$ cat src/fscf_pkg.sv
// Package for the full-closed scale feedback block: register map, reset values,
// settings carrier and the ratio step function shared by scale and command paths.
// Assumes one 20 MHz control clock and an APB register port with 32-bit data.
package fscf_pkg;

  // ----------------------------------------------------------------
  // Register byte offsets
  // ----------------------------------------------------------------
  localparam logic [7:0] OFS_CFG    = 8'h00; // Scale type and direction invert
  localparam logic [7:0] OFS_NUM    = 8'h04; // Scale ratio numerator
  localparam logic [7:0] OFS_DEN    = 8'h08; // Scale ratio denominator
  localparam logic [7:0] OFS_LIMIT  = 8'h0c; // Hybrid deviation limit
  localparam logic [7:0] OFS_REVS   = 8'h10; // Deviation clear revolutions
  localparam logic [7:0] OFS_CFIRST = 8'h14; // Command ratio first (numerator)
  localparam logic [7:0] OFS_CSEC   = 8'h18; // Command ratio second (denominator)
  localparam logic [7:0] OFS_STAT   = 8'h1c; // Sticky events, write one to clear
  localparam logic [7:0] OFS_MASK   = 8'h20; // Interrupt mask
  localparam logic [7:0] OFS_ENCSUM = 8'h24; // Encoder feedback pulse sum
  localparam logic [7:0] OFS_SCSUM  = 8'h28; // Scale feedback pulse sum
  localparam logic [7:0] OFS_DEV    = 8'h2c; // Hybrid deviation
  localparam logic [7:0] OFS_ERR    = 8'h30; // Fault code

  // ----------------------------------------------------------------
  // Field positions and limits
  // ----------------------------------------------------------------
  localparam int          CFG_INV_BIT  = 2;          // Direction invert bit
  localparam int          ST_FAULT_BIT = 0;          // Deviation excess event
  localparam int          ST_CLR_BIT   = 1;          // Periodic clear event
  localparam logic [20:0] RATIO_MAX    = 21'h100000; // Two to the 20
  localparam logic [27:0] LIMIT_MAX    = 28'h8000000; // Two to the 27
  localparam logic [6:0]  REVS_MAX     = 7'h64;      // 100 revolutions
  localparam logic [15:0] ERR_CODE     = 16'h1900;   // Main code 25, sub code 0

  // ----------------------------------------------------------------
  // Reset values
  // ----------------------------------------------------------------
  localparam logic [20:0] RST_RATIO = 21'h000001;
  localparam logic [27:0] RST_LIMIT = 28'h0004000;
  localparam logic [6:0]  RST_REVS  = 7'h00;

  // Scale interface kinds
  typedef enum logic [1:0] {
    ST_AB      = 2'b00, // Quadrature A/B pulses
    ST_SER_INC = 2'b01, // Serial, word is a signed increment
    ST_SER_ABS = 2'b10  // Serial, word is an absolute position
  } fscf_stype_e;

  // Settings as one carrier
  typedef struct packed {
    logic [1:0]  stype;
    logic        inv;
    logic [20:0] num;
    logic [20:0] den;
    logic [27:0] limit;
    logic [6:0]  revs;
    logic [20:0] cfirst;
    logic [20:0] csec;
  } fscf_cfg_s;

  // One count step
  typedef struct packed {
    logic up;
    logic dn;
  } fscf_step_s;

  // Ratio accumulator and its output step
  typedef struct packed {
    logic signed [22:0] acc;
    fscf_step_s         st;
  } fscf_ratio_s;

  localparam fscf_cfg_s CFG_RST = '{stype: ST_AB, inv: 1'b0, num: RST_RATIO, den: RST_RATIO,
                                    limit: RST_LIMIT, revs: RST_REVS,
                                    cfirst: RST_RATIO, csec: RST_RATIO};

  // Adds num per input step and emits one output step per den of residue;
  // the residue stays in acc so no count is lost over long travel
  function automatic fscf_ratio_s ratio_step(logic signed [22:0] acc, fscf_step_s in,
                                             logic [20:0] num, logic [20:0] den);
    fscf_ratio_s        r;
    logic signed [22:0] n;
    logic signed [22:0] d;
    n = signed'({2'b00, num});
    d = signed'({2'b00, den});
    r.acc = acc;
    r.st  = '0;
    if (in.up && !in.dn) r.acc = r.acc + n;
    if (in.dn && !in.up) r.acc = r.acc - n;
    if (r.acc >= d) begin
      r.acc   = r.acc - d;
      r.st.up = 1'b1;
    end else if (r.acc <= -d) begin
      r.acc   = r.acc + d;
      r.st.dn = 1'b1;
    end
    return r;
  endfunction : ratio_step

endpackage : fscf_pkg

$ cat src/fscf_top.sv
// Full-closed scale feedback: scale decoding, direction, ratio scaling,
// pulse sums, hybrid deviation check and command ratio, behind an APB slave.
// Assumes encoder and command steps are one-cycle pulses on the control clock.
//
// Decided for this implementation: the address map and register access over APB.
`timescale 1ns/1ps
module fscf_top
  import fscf_pkg::*;
#(
  parameter int ENC_PPR = 1048576 // Encoder counts per motor revolution
) (
  input  wire logic        ref_clk_i,  // 20 MHz control clock
  input  wire logic        nrst_i,     // Asynchronous reset, active low
  input  wire logic        psel_i,     // APB select
  input  wire logic        penable_i,  // APB enable
  input  wire logic        pwrite_i,   // APB direction
  input  wire logic [7:0]  paddr_i,    // APB byte address
  input  wire logic [31:0] pwdata_i,   // APB write data
  output logic      [31:0] prdata_o,   // APB read data
  output logic             pready_o,   // APB ready
  output logic             pslverr_o,  // APB error for unmapped address
  input  wire logic        pwr_up_i,   // Power-up pulse: stored settings go live
  input  wire logic        sc_a_i,     // Scale A phase
  input  wire logic        sc_b_i,     // Scale B phase
  input  wire logic        ser_vld_i,  // Serial scale word valid
  input  wire logic [31:0] ser_pos_i,  // Serial scale word
  input  fscf_pkg::fscf_step_s enc_i,  // Motor encoder step
  input  fscf_pkg::fscf_step_s cmd_i,  // Host command pulse step
  output fscf_pkg::fscf_step_s cmd_o,  // Command step after command ratio
  output logic             fault_o,    // Hybrid deviation fault, level
  output logic             irq_o       // Interrupt, level
);
  import fscf_pkg::*;

  localparam logic [20:0] PPR = 21'(ENC_PPR);

  // ----------------------------------------------------------------
  // State
  // ----------------------------------------------------------------
  fscf_cfg_s          sw_reg,   sw_next;   // Stored settings (software side)
  fscf_cfg_s          act_reg,  act_next;  // Live settings
  logic               load_reg, load_next; // Load pending after reset
  logic [1:0]         stat_reg, stat_next; // Sticky events
  logic [1:0]         mask_reg, mask_next; // Interrupt mask
  logic [31:0]        rd_reg,   rd_next;   // Read data
  logic               err_reg,  err_next;  // Unmapped access
  logic signed [31:0] pend_reg, pend_next; // Serial counts not yet stepped
  logic [31:0]        last_reg, last_next; // Last serial word, absolute or increment
  logic signed [22:0] sacc_reg, sacc_next; // Scale ratio residue
  logic signed [22:0] cacc_reg, cacc_next; // Command ratio residue
  logic [31:0]        esum_reg, esum_next; // Encoder pulse sum
  logic [31:0]        ssum_reg, ssum_next; // Scale pulse sum
  logic signed [31:0] dev_reg,  dev_next;  // Hybrid deviation
  logic [20:0]        rcnt_reg, rcnt_next; // Counts within one revolution
  logic [6:0]         revs_reg, revs_next; // Revolutions since last clear
  fscf_step_s         cmd_reg,  cmd_next;  // Scaled command step

  fscf_step_s  q_st;    // Quadrature step
  fscf_step_s  raw_st;  // Scale step before inversion
  fscf_step_s  sc_st;   // Scale step after inversion
  fscf_ratio_s s_rat;   // Scaled scale step
  fscf_ratio_s c_rat;   // Scaled command step
  logic        wr_en;   // Write takes effect this edge
  logic        setup;   // APB setup cycle
  logic        clr_evt; // Periodic clear this cycle
  logic        over;    // Deviation beyond limit
  logic [31:0] abs_dev; // Deviation magnitude

  fscf_quad_dec u_quad (
    .ref_clk_i (ref_clk_i),
    .nrst_i    (nrst_i),
    .a_i       (sc_a_i),
    .b_i       (sc_b_i),
    .step_o    (q_st)
  );

  // ----------------------------------------------------------------
  // APB slave and settings
  // ----------------------------------------------------------------
  // Zero wait states; read data latched in setup so it comes from a flop
  always_comb begin
    setup     = psel_i & ~penable_i;
    wr_en     = psel_i & penable_i & pwrite_i;
    sw_next   = sw_reg;
    mask_next = mask_reg;
    rd_next   = rd_reg;
    err_next  = err_reg;
    // Stored settings go live only on power-up or in the first cycle after reset, never on a write
    load_next = 1'b0;
    act_next  = (load_reg || pwr_up_i) ? sw_reg : act_reg;
    if (wr_en) begin
      case (paddr_i)
        OFS_CFG: begin
          sw_next.stype = pwdata_i[1:0];
          sw_next.inv   = pwdata_i[CFG_INV_BIT];
        end
        OFS_NUM:    sw_next.num    = clamp21(pwdata_i, 1'b0);
        OFS_DEN:    sw_next.den    = clamp21(pwdata_i, 1'b1);
        OFS_CFIRST: sw_next.cfirst = clamp21(pwdata_i, 1'b0);
        OFS_CSEC:   sw_next.csec   = clamp21(pwdata_i, 1'b1);
        OFS_LIMIT: begin
          // Limit kept within 1..2^27
          if (pwdata_i == 32'h0) sw_next.limit = 28'h1;
          else if (pwdata_i > {4'h0, LIMIT_MAX}) sw_next.limit = LIMIT_MAX;
          else sw_next.limit = pwdata_i[27:0];
        end
        OFS_REVS: sw_next.revs = (pwdata_i > {25'h0, REVS_MAX}) ? REVS_MAX : pwdata_i[6:0];
        OFS_MASK: mask_next = pwdata_i[1:0];
        default: ;
      endcase
    end
    if (setup) begin
      err_next = 1'b0;
      case (paddr_i)
        OFS_CFG:    rd_next = {29'h0, sw_reg.inv, sw_reg.stype};
        OFS_NUM:    rd_next = {11'h0, sw_reg.num};
        OFS_DEN:    rd_next = {11'h0, sw_reg.den};
        OFS_LIMIT:  rd_next = {4'h0, sw_reg.limit};
        OFS_REVS:   rd_next = {25'h0, sw_reg.revs};
        OFS_CFIRST: rd_next = {11'h0, sw_reg.cfirst};
        OFS_CSEC:   rd_next = {11'h0, sw_reg.csec};
        OFS_STAT:   rd_next = {30'h0, stat_reg};
        OFS_MASK:   rd_next = {30'h0, mask_reg};
        OFS_ENCSUM: rd_next = esum_reg;
        OFS_SCSUM:  rd_next = ssum_reg;
        OFS_DEV:    rd_next = dev_reg;
        OFS_ERR:    rd_next = {16'h0, ERR_CODE};
        default: begin
          rd_next  = 32'h0;
          err_next = 1'b1;
        end
      endcase
    end
  end

  // Saturate to 2^20, optionally raise zero to one
  function automatic logic [20:0] clamp21(logic [31:0] v, logic min1);
    if (v > {11'h0, RATIO_MAX}) return RATIO_MAX;
    if (min1 && v == 32'h0) return 21'h1;
    return v[20:0];
  endfunction : clamp21

  // Register the slave state
  always_ff @(posedge ref_clk_i or negedge nrst_i) begin
    if (!nrst_i) begin
      sw_reg   <= CFG_RST;
      act_reg  <= CFG_RST;
      load_reg <= 1'b1;
      mask_reg <= 2'h0;
      rd_reg   <= 32'h0;
      err_reg  <= 1'b0;
    end else begin
      sw_reg   <= sw_next;
      act_reg  <= act_next;
      load_reg <= load_next;
      mask_reg <= mask_next;
      rd_reg   <= rd_next;
      err_reg  <= err_next;
    end
  end

  assign pready_o  = 1'b1;
  assign prdata_o  = rd_reg;
  assign pslverr_o = err_reg & psel_i & penable_i;

  // ----------------------------------------------------------------
  // Position path
  // ----------------------------------------------------------------
  // Serial words feed a pending count drained one step per cycle, so the
  // ratio stage sees the same step stream as the quadrature path
  always_comb begin
    pend_next = pend_reg;
    last_next = last_reg;
    raw_st    = '0;
    case (act_reg.stype)
      ST_AB: raw_st = q_st;
      ST_SER_INC, ST_SER_ABS: begin
        if (pend_reg > 0) begin
          raw_st.up = 1'b1;
          pend_next = pend_reg - 32'sd1;
        end else if (pend_reg < 0) begin
          raw_st.dn = 1'b1;
          pend_next = pend_reg + 32'sd1;
        end
        if (ser_vld_i) begin
          last_next = ser_pos_i;
          if (act_reg.stype == ST_SER_INC) pend_next = pend_next + signed'(ser_pos_i);
          else pend_next = pend_next + signed'(ser_pos_i - last_reg);
        end
      end
      default: ;
    endcase
    // Inverted scale swaps its count direction
    sc_st = act_reg.inv ? fscf_step_s'{up: raw_st.dn, dn: raw_st.up} : raw_st;
    s_rat = ratio_step(sacc_reg, sc_st, act_reg.num, act_reg.den);
    c_rat = ratio_step(cacc_reg, cmd_i, act_reg.cfirst, act_reg.csec);
    sacc_next = s_rat.acc;
    cacc_next = c_rat.acc;
    cmd_next  = c_rat.st;
    // Both sums wrap freely like a front-panel monitor
    esum_next = esum_reg + 32'(enc_i.up & ~enc_i.dn) - 32'(enc_i.dn & ~enc_i.up);
    ssum_next = ssum_reg + 32'(sc_st.up) - 32'(sc_st.dn);
    // Revolution counting on encoder steps of either direction
    rcnt_next = rcnt_reg;
    revs_next = revs_reg;
    clr_evt   = 1'b0;
    if (enc_i.up ^ enc_i.dn) begin
      if (rcnt_reg == PPR - 21'h1) begin
        rcnt_next = 21'h0;
        revs_next = revs_reg + 7'h1;
      end else begin
        rcnt_next = rcnt_reg + 21'h1;
      end
    end
    if (act_reg.revs == 7'h0) begin
      revs_next = 7'h0;
    end else if (revs_reg >= act_reg.revs) begin
      clr_evt   = 1'b1;
      revs_next = 7'h0;
    end
    // Encoder minus scaled scale
    dev_next = dev_reg + 32'(enc_i.up & ~enc_i.dn) - 32'(enc_i.dn & ~enc_i.up)
             - 32'(s_rat.st.up) + 32'(s_rat.st.dn);
    if (clr_evt) dev_next = 32'sh0;
    abs_dev = dev_reg[31] ? 32'(-dev_reg) : 32'(dev_reg);
    over    = abs_dev > {4'h0, act_reg.limit};
    // Set wins over a software clear in the same cycle
    stat_next = stat_reg;
    if (wr_en && paddr_i == OFS_STAT) stat_next = stat_reg & ~pwdata_i[1:0];
    if (over) stat_next[ST_FAULT_BIT] = 1'b1;
    if (clr_evt) stat_next[ST_CLR_BIT] = 1'b1;
  end

  // Register the position path
  always_ff @(posedge ref_clk_i or negedge nrst_i) begin
    if (!nrst_i) begin
      pend_reg <= 32'sh0;
      last_reg <= 32'h0;
      sacc_reg <= 23'sh0;
      cacc_reg <= 23'sh0;
      esum_reg <= 32'h0;
      ssum_reg <= 32'h0;
      dev_reg  <= 32'sh0;
      rcnt_reg <= 21'h0;
      revs_reg <= 7'h0;
      stat_reg <= 2'h0;
      cmd_reg  <= '0;
    end else begin
      pend_reg <= pend_next;
      last_reg <= last_next;
      sacc_reg <= sacc_next;
      cacc_reg <= cacc_next;
      esum_reg <= esum_next;
      ssum_reg <= ssum_next;
      dev_reg  <= dev_next;
      rcnt_reg <= rcnt_next;
      revs_reg <= revs_next;
      stat_reg <= stat_next;
      cmd_reg  <= cmd_next;
    end
  end

  assign cmd_o   = cmd_reg;
  assign fault_o = stat_reg[ST_FAULT_BIT];
  assign irq_o   = |(stat_reg & mask_reg);
endmodule : fscf_top

$ cat src/fscf_quad_dec.sv
// Quadrature A/B decoder for the external scale.
// Assumes A and B are already synchronous to the clock; an illegal double
// transition is dropped rather than guessed.
`timescale 1ns/1ps
module fscf_quad_dec
  import fscf_pkg::*;
(
  input  wire logic             ref_clk_i, // Control clock
  input  wire logic             nrst_i,    // Asynchronous reset, active low
  input  wire logic             a_i,       // Scale A phase
  input  wire logic             b_i,       // Scale B phase
  output fscf_pkg::fscf_step_s  step_o     // One-cycle count step
);
  import fscf_pkg::*;

  // ----------------------------------------------------------------
  // Previous phase state
  // ----------------------------------------------------------------
  logic       pa_reg;  // A from last cycle
  logic       pb_reg;  // B from last cycle
  logic       one_chg; // Exactly one phase moved
  fscf_step_s st;      // Decoded step

  // Direction: A leading B counts up
  always_comb begin
    one_chg = (a_i ^ pa_reg) ^ (b_i ^ pb_reg);
    st.up   = one_chg & ~(pa_reg ^ b_i);
    st.dn   = one_chg &  (pa_reg ^ b_i);
  end

  // Register the phases
  always_ff @(posedge ref_clk_i or negedge nrst_i) begin
    if (!nrst_i) begin
      pa_reg <= 1'b0;
      pb_reg <= 1'b0;
    end else begin
      pa_reg <= a_i;
      pb_reg <= b_i;
    end
  end

  assign step_o = st;

endmodule : fscf_quad_dec

$ cat config.mk
export PLATFORM = sky130hd
export DESIGN_NAME = fscf_top
export DESIGN_NICKNAME = d
export VERILOG_FILES = /design/src/fscf_pkg.sv /design/src/fscf_top.sv /design/src/fscf_quad_dec.sv
export SDC_FILE = /design/constraint.sdc
export NUM_CORES = 2
export LEC_CHECK = 0
export BUFFER_PORTS_ARGS = -buffer_cell sky130_fd_sc_hd__buf_4
export CORE_MARGIN = 2
export CORE_UTILIZATION = 55
export DETAILED_ROUTE_END_ITERATION = 7
export PLACE_DENSITY = 0.72
export SLEW_MARGIN = 20
export SYNTH_ARGS = -nofsm -noshare
export SYNTH_HDL_FRONTEND = slang
export SYNTH_SLANG_ARGS = --single-unit
$ cat constraint.sdc
create_clock -name ref_clk_i -period 28.5 [get_ports ref_clk_i]
set_input_delay 5.7 -clock ref_clk_i [delete_from_list [all_inputs] [get_ports ref_clk_i]]
set_output_delay 5.7 -clock ref_clk_i [all_outputs]
set_load 0.02 [all_outputs]
=== Word-level counts from Yosys, hierarchy flattened ===
Index checks and enable logic that the tools add are counted.

* Register bits: 520
* Bits of input ports: 85
* Logic and storage cells: 204

* $add $sub $neg: 26
* $lt $le $gt $ge: 11
* Eq/ne operators: 15
* Muxes and demuxes: 65
* Bitwise gates (word level): 21
* Reductions and logical operators: 31

{| class="wikitable"
|+ Operators with widths
! cell !! number
|-
| $pmux W32 S13 || 1
|-
| $mux W32 || 7
|-
| $mux W21 || 9
|-
| $mux W23 || 8
|-
| $add A32 B32 Y32 || 4
|-
| $sub A32 B32 Y32 || 3
|-
| $add A23 B22 Y23 || 4
|-
| $sub A23 B22 Y23 || 4
|-
| $add A32 B1 Y32 || 2
|-
| $and A1 B32 Y32 || 2
|-
| $not A1 Y32 || 2
|-
| $sub A32 B1 Y32 || 2
|-
| $mux W28 || 2
|-
| $ge A23 B22 Y1 || 2
|-
| $le A23 B23 Y1 || 2
|-
| $neg A21 Y23 || 2
|-
| $eq A8 B6 Y1 const B || 5
|-
| $mux W7 || 5
|-
| $add A32 B2 Y32 const B || 1
|-
| $eq A8 B5 Y1 const B || 4
|-
| $gt A32 B1 Y1 const B || 1
|-
| $gt A32 B21 Y1 const B || 1
|-
| $gt A32 B28 Y1 || 1
|-
| $gt A32 B28 Y1 const B || 1
|-
| other kinds (32) || 94
|}

=== Longest topological paths before layout ===
* Word-level depth: 15
* Gate-level depth with buffers: 55
* Gate-level depth less buffers: 51

=== Modules after synthesis ===
From an unflattened synthesis, not the netlist that was laid out.

* Cell total of the unflattened synthesis: 4978
* Area, all modules: 42821.1 µm²

{| class="wikitable"
|+ By module, submodules not included
! module !! times used !! cells each !! area each (µm²)
|-
| fscf_top || 1 || 4972 || 42743.5
|-
| fscf_quad_dec || 1 || 6 || 77.6
|}

=== Least setup slack after synthesis ===
OpenSTA, ideal clock, no wires.

* Path type: input -> register
* Start: input sc_b_i
* End: register dev_reg[30]
* Library setup time: 78 ps
* Arrival: 14849 ps
* Slack: 13573 ps
* Stages: 48
* Path buffers: 3
* Cells stage by stage: xnor2_1 -> nor2_1 -> a22oi_1 -> nor3_1 -> a21oi_1 -> ha_1 -> clkbuf_1 -> clkbuf_1 -> mux2i_1 -> ha_1 -> inv_1 -> fa_1 -> a211oi_2 -> o21ai_1 -> a31oi_4 -> o31ai_2 -> and4_4 -> or3_4 -> (+12 left out) -> inv_1 -> buf_2 -> ha_1 -> a21oi_1 -> ha_1 -> inv_1 -> ha_1 -> a211oi_1 -> o31a_1 -> nor4b_1 -> o31a_1 -> o31a_1 -> o211ai_1 -> a21oi_1 -> o41ai_1 -> o21ai_0 -> or2_2 -> a21oi_1

* Cells in the longest elaborated chain, start to end: 15

{| class="wikitable"
|+ RTL lines
! item !! RTL line !! RTL
|-
| start, declared || fscf_top.sv:24 || <nowiki>input wire logic sc_b_i,</nowiki>
|-
| $xor A1 B1 Y1, on equally long branches || fscf_quad_dec.sv:26, fscf_quad_dec.sv:27, fscf_quad_dec.sv:28 ||
|-
| $xor A1 B1 Y1 / $not A1 Y1 (equally long branches) || fscf_quad_dec.sv:26, fscf_quad_dec.sv:27 ||
|-
| $and A1 B1 Y1, on equally long branches || fscf_quad_dec.sv:28, fscf_quad_dec.sv:27 ||
|-
| $pmux W2 S2 (*) || fscf_top.sv:175 || <nowiki>case (act_reg.stype)</nowiki>
|-
| $mux W2 (*) || fscf_top.sv:194 || <nowiki>sc_st = act_reg.inv ? fscf_step_s'{up: raw_st.dn, dn: raw_st.up} : raw_st;</nowiki>
|-
| $logic_not A1 Y1 || fscf_pkg.sv:87 || <nowiki>if (in.up && !in.dn) r.acc = r.acc + n;</nowiki>
|-
| $logic_and A1 B1 Y1 || fscf_pkg.sv:87 ||
|-
| $mux W23 || fscf_pkg.sv:87 ||
|-
| $sub A23 B22 Y23 || fscf_pkg.sv:88 || <nowiki>if (in.dn && !in.up) r.acc = r.acc - n;</nowiki>
|-
| $mux W23 (*) || fscf_pkg.sv:88 ||
|-
| $ge A23 B22 Y1 / $le A23 B23 Y1 (equally long branches) || fscf_pkg.sv:89, fscf_pkg.sv:92 ||
|-
| $mux W1, on equally long branches || fscf_pkg.sv:89, fscf_pkg.sv:92 ||
|-
| $sub A32 B1 Y32 / $mux W1 (equally long branches) || fscf_top.sv:223, fscf_pkg.sv:89 ||
|-
| $add A32 B1 Y32 (*) || fscf_top.sv:223 || <nowiki>- 32'(s_rat.st.up) + 32'(s_rat.st.dn);</nowiki>
|-
| $mux W32 (*) || fscf_top.sv:224 || <nowiki>if (clr_evt) dev_next = 32'sh0;</nowiki>
|-
| via dev_next[30] || fscf_top.sv:53 || <nowiki>logic signed [31:0] dev_reg, dev_next;</nowiki>
|-
| end signal, assigned || fscf_top.sv:255 || <nowiki>dev_reg <= dev_next;</nowiki>
|-
| end, declared || fscf_top.sv:53 ||
|}

The timed path passes the listed nets; every way through them passes the cells marked *.
A chain may end at the register's enable or synchronous reset.

=== Worst setup path in the final report ===
Ends and elaborated chain as after synthesis.

==> results.json <==
{
  "dieHeight_um": 283,
  "post-route-min-period_ns": 16.63,
  "place.port_buffers": 121,
  "numCtsBuffers": 60,
  "fmax_mhz": 60.1,
  "yosysTopAreaCell": "dfrtp_1",
  "io_pins": 123,
  "path_buf_inv": 8,
  "cp_max_fo": 24,
  "vias_per_cell": 6.15,
  "timing.hold.ws_ns": 0.478,
  "ir_drop_v": 0.0000812,
  "postCtsHoldBufs": 0,
  "ys_dominant_reg_cell": "dfrtp_1",
  "min-delay-start": "prdata_o[19]",
  "rows": 102,
  "nets": 5574,
  "synth_most_common_cell": "dfrtp_1",
  "core_mm2": 0.0773,
  "grt_usage_pct": 30.5,
  "vias": 37451,
  "wl_mm": 125,
  "finalSetupViolations": 0,
  "cpMaxStageDelayCell": "o41ai_1",
  "first_pass_iters": 7,
  "tns_ns": 0,
  "antenna_found_initial": 3,
  "ys_seq_area_share_pct": 30.4,
  "cts_resized": 0,
  "cpMostUsedCell": "ha_1",
  "synthTopCellsByArea": "dfrtp_1 (30%), ha_1 (13%), xnor2_1 (4.9%)",
  "synthTopCellsByCount": "dfrtp_1 (509), ha_1 (448), nand2_1 (431)",
  "grt_overflow": 0,
  "worst_slack_ns": 11.87,
  "final_cell_area_mm2": 0.0470,
  "r2r-start": "pend_reg[16]",
  "dp.cells": 5975,
  "worstHoldPathCells": 1,
  "rsz0062_at_grt": "false",
  "drtIter0Drc": 3344,
  "power_density_mw_per_mm2": 116,
  "hold_viol": 0,
  "yosysWarnings": 0,
  "cts_max_level": 2,
  "fin_cells": 6090,
  "cp-start-kind": "primary input",
  "drtAntennaViolNets": 0,
  "timing.critical_path.to_type": "register",
  "synth_edf_count": 0,
  "cap_viol_max_count": 0,
  "synth-seq-cells": 520,
  "syn_area_per_cell_um2": 8.65,
  "postCtsSetupRepairBufs": 0,
  "final_core_util_pct": 60.7,
  "area_growth_syn_to_layout_pct": 9.55,
  "setup.worst_path.class": "in -> reg",
  "avgRoutedWirePerCell_um": 20.5,
  "cp.arrival_ns": 17.24,
  "rr_worst_depth": 50,
  "p_leak_nw": 21.4,
  "worst_clock_skew_ns": 0.0807,
  "finalCritPeriodShare_pct": 58.4,
  "clockBufferDepth": 3,
  "hpwl_mm": 96.5,
  "cp_top_family": "compound AO/OA/AOI/OAI gates",
  "clkTransAtPathRegs_ns": 0.06,
  "syn_nets": 5534,
  "slew_viol_final": 0,
  "die-width_um": 283,
  "synthCells": 4957,
  "tritoncts": "yes",
  "drc": 0,
  "cp.required_ns": 29.10,
  "outcome": "complete, no violations",
  "synth.top_cell.area_share_pct": 29.7,
  "die-area_mm2": 0.0802,
  "max_stage_delay_ns": 0.65,
  "ys_types": 98,
  "detailed_place.area_mm2": 0.0447,
  "r2r_setup_slack_ns": 15.07,
  "gp_congestion": 0.969,
  "grt_pass1_vias": 35474,
  "crit_cells": 48,
  "grt_pass1_wl_mm": 198,
  "slew_headroom_pct": 21.9,
  "tightestPinTransition_ns": 1.16,
  "root_buffer": "clkbuf_16",
  "syn_area_mm2": 0.0429,
  "grt_max_degree": 131,
  "async_flop_share_pct": 100,
  "drive_above_1_share_pct": 9.81,
  "crit_path_start": "sc_b_i",
  "min_path_type": "reg -> reg",
  "dp_slack_ns": 11.35,
  "clock_latency_ns": 0.68,
  "cts_sinks": 520,
  "initial_core_util_pct": 55.4,
  "p_total_mw": 5.44
}
worst reg2reg max path: cells and delay by family, from the launching register on:
kind / cells / cell delay (ns)
adders and majority gates: 7 / 2.16
and+or+nand+nor: 12 / 3.25
AOI/OAI and AO/OA: 20 / 4.83
xor gates and xnor gates: 1 / 0.29
muxes: 2 / 0.75
DFF: 1 / 0.46
buffers and inverters: 8 / 1.66
layer usage:
layer,vias to the layer above,global-route usage [%],share of wire (%),routed length (um)
met5,-,0,0,0
met4,0,8.07,2.6,3190
met3,199,5.06,7.7,9670
met2,1324,46.2,43,54200
met1,17981,44.9,46,58000
li1,17947,-,-,-
path summary, 6_finish.rpt:
kind                                 to
setup reg to reg            dev_reg[30]
hold / removal             prdata_o[19]
hold reg to reg            prdata_o[19]
setup / recovery            dev_reg[30]
min in group asynchronous   dev_reg[28]
max in group asynchronous  cacc_reg[18]
cell type report:
type	count	area, um^2
clock inverters	33	522
multi-input cells	3849	27700
diodes	2	5.00
fillers	6840	30400
inverters	406	1530
well taps	1040	1300
clock buffers	80	1690
repair buffers	160	1220
flip-flops and latches	520	13000
placed cells by master, fill, tap and decap left out, types with 57 or more instances in the layout:
| cell | count |
|---|---|
| a21o_1 | 160 |
| a21oi_1 | 314 |
| a22o_1 | 70 |
| buf_4 | 158 |
| clkbuf_16 | 60 |
| dfrtp_1 | 509 |
| ha_1 | 446 |
| inv_1 | 400 |
| mux2_2 | 151 |
| nand2_1 | 431 |
| nand3_1 | 107 |
| nor2_1 | 354 |
| nor2b_1 | 58 |
| nor3_1 | 109 |
| o21ai_0 | 338 |
| o21bai_1 | 57 |
| xnor2_1 | 238 |
| xor2_1 | 81 |
kinds of logic (layout without fill, tap and decap cells):
| kind of cell | Yosys count | after routing | share of synthesized area (%) |
|---|---|---|---|
| mux | 174 | 174 | 4.50 |
| xor+xnor | 320 | 320 | 6.57 |
| other cells | 2 | 4 | 0.0175 |
| simple gates | 1375 | 1375 | 15.0 |
| compound gates | 1486 | 1486 | 23.1 |
| flops | 520 | 520 | 30.4 |
| fa+ha+maj | 492 | 492 | 15.1 |
| buf+inv | 588 | 679 | 5.24 |
power breakdown:
| group | switching, mW | total, mW | internal, mW | leakage, nW |
|---|---|---|---|---|
| registers | 0.177 | 1.09 | 0.910 | 6.65 |
| logic | 2.02 | 3.49 | 1.47 | 13.7 |
| clock network | 0.341 | 0.859 | 0.518 | 1.07 |
No activity file was read; power rests on OpenSTA's default activity.
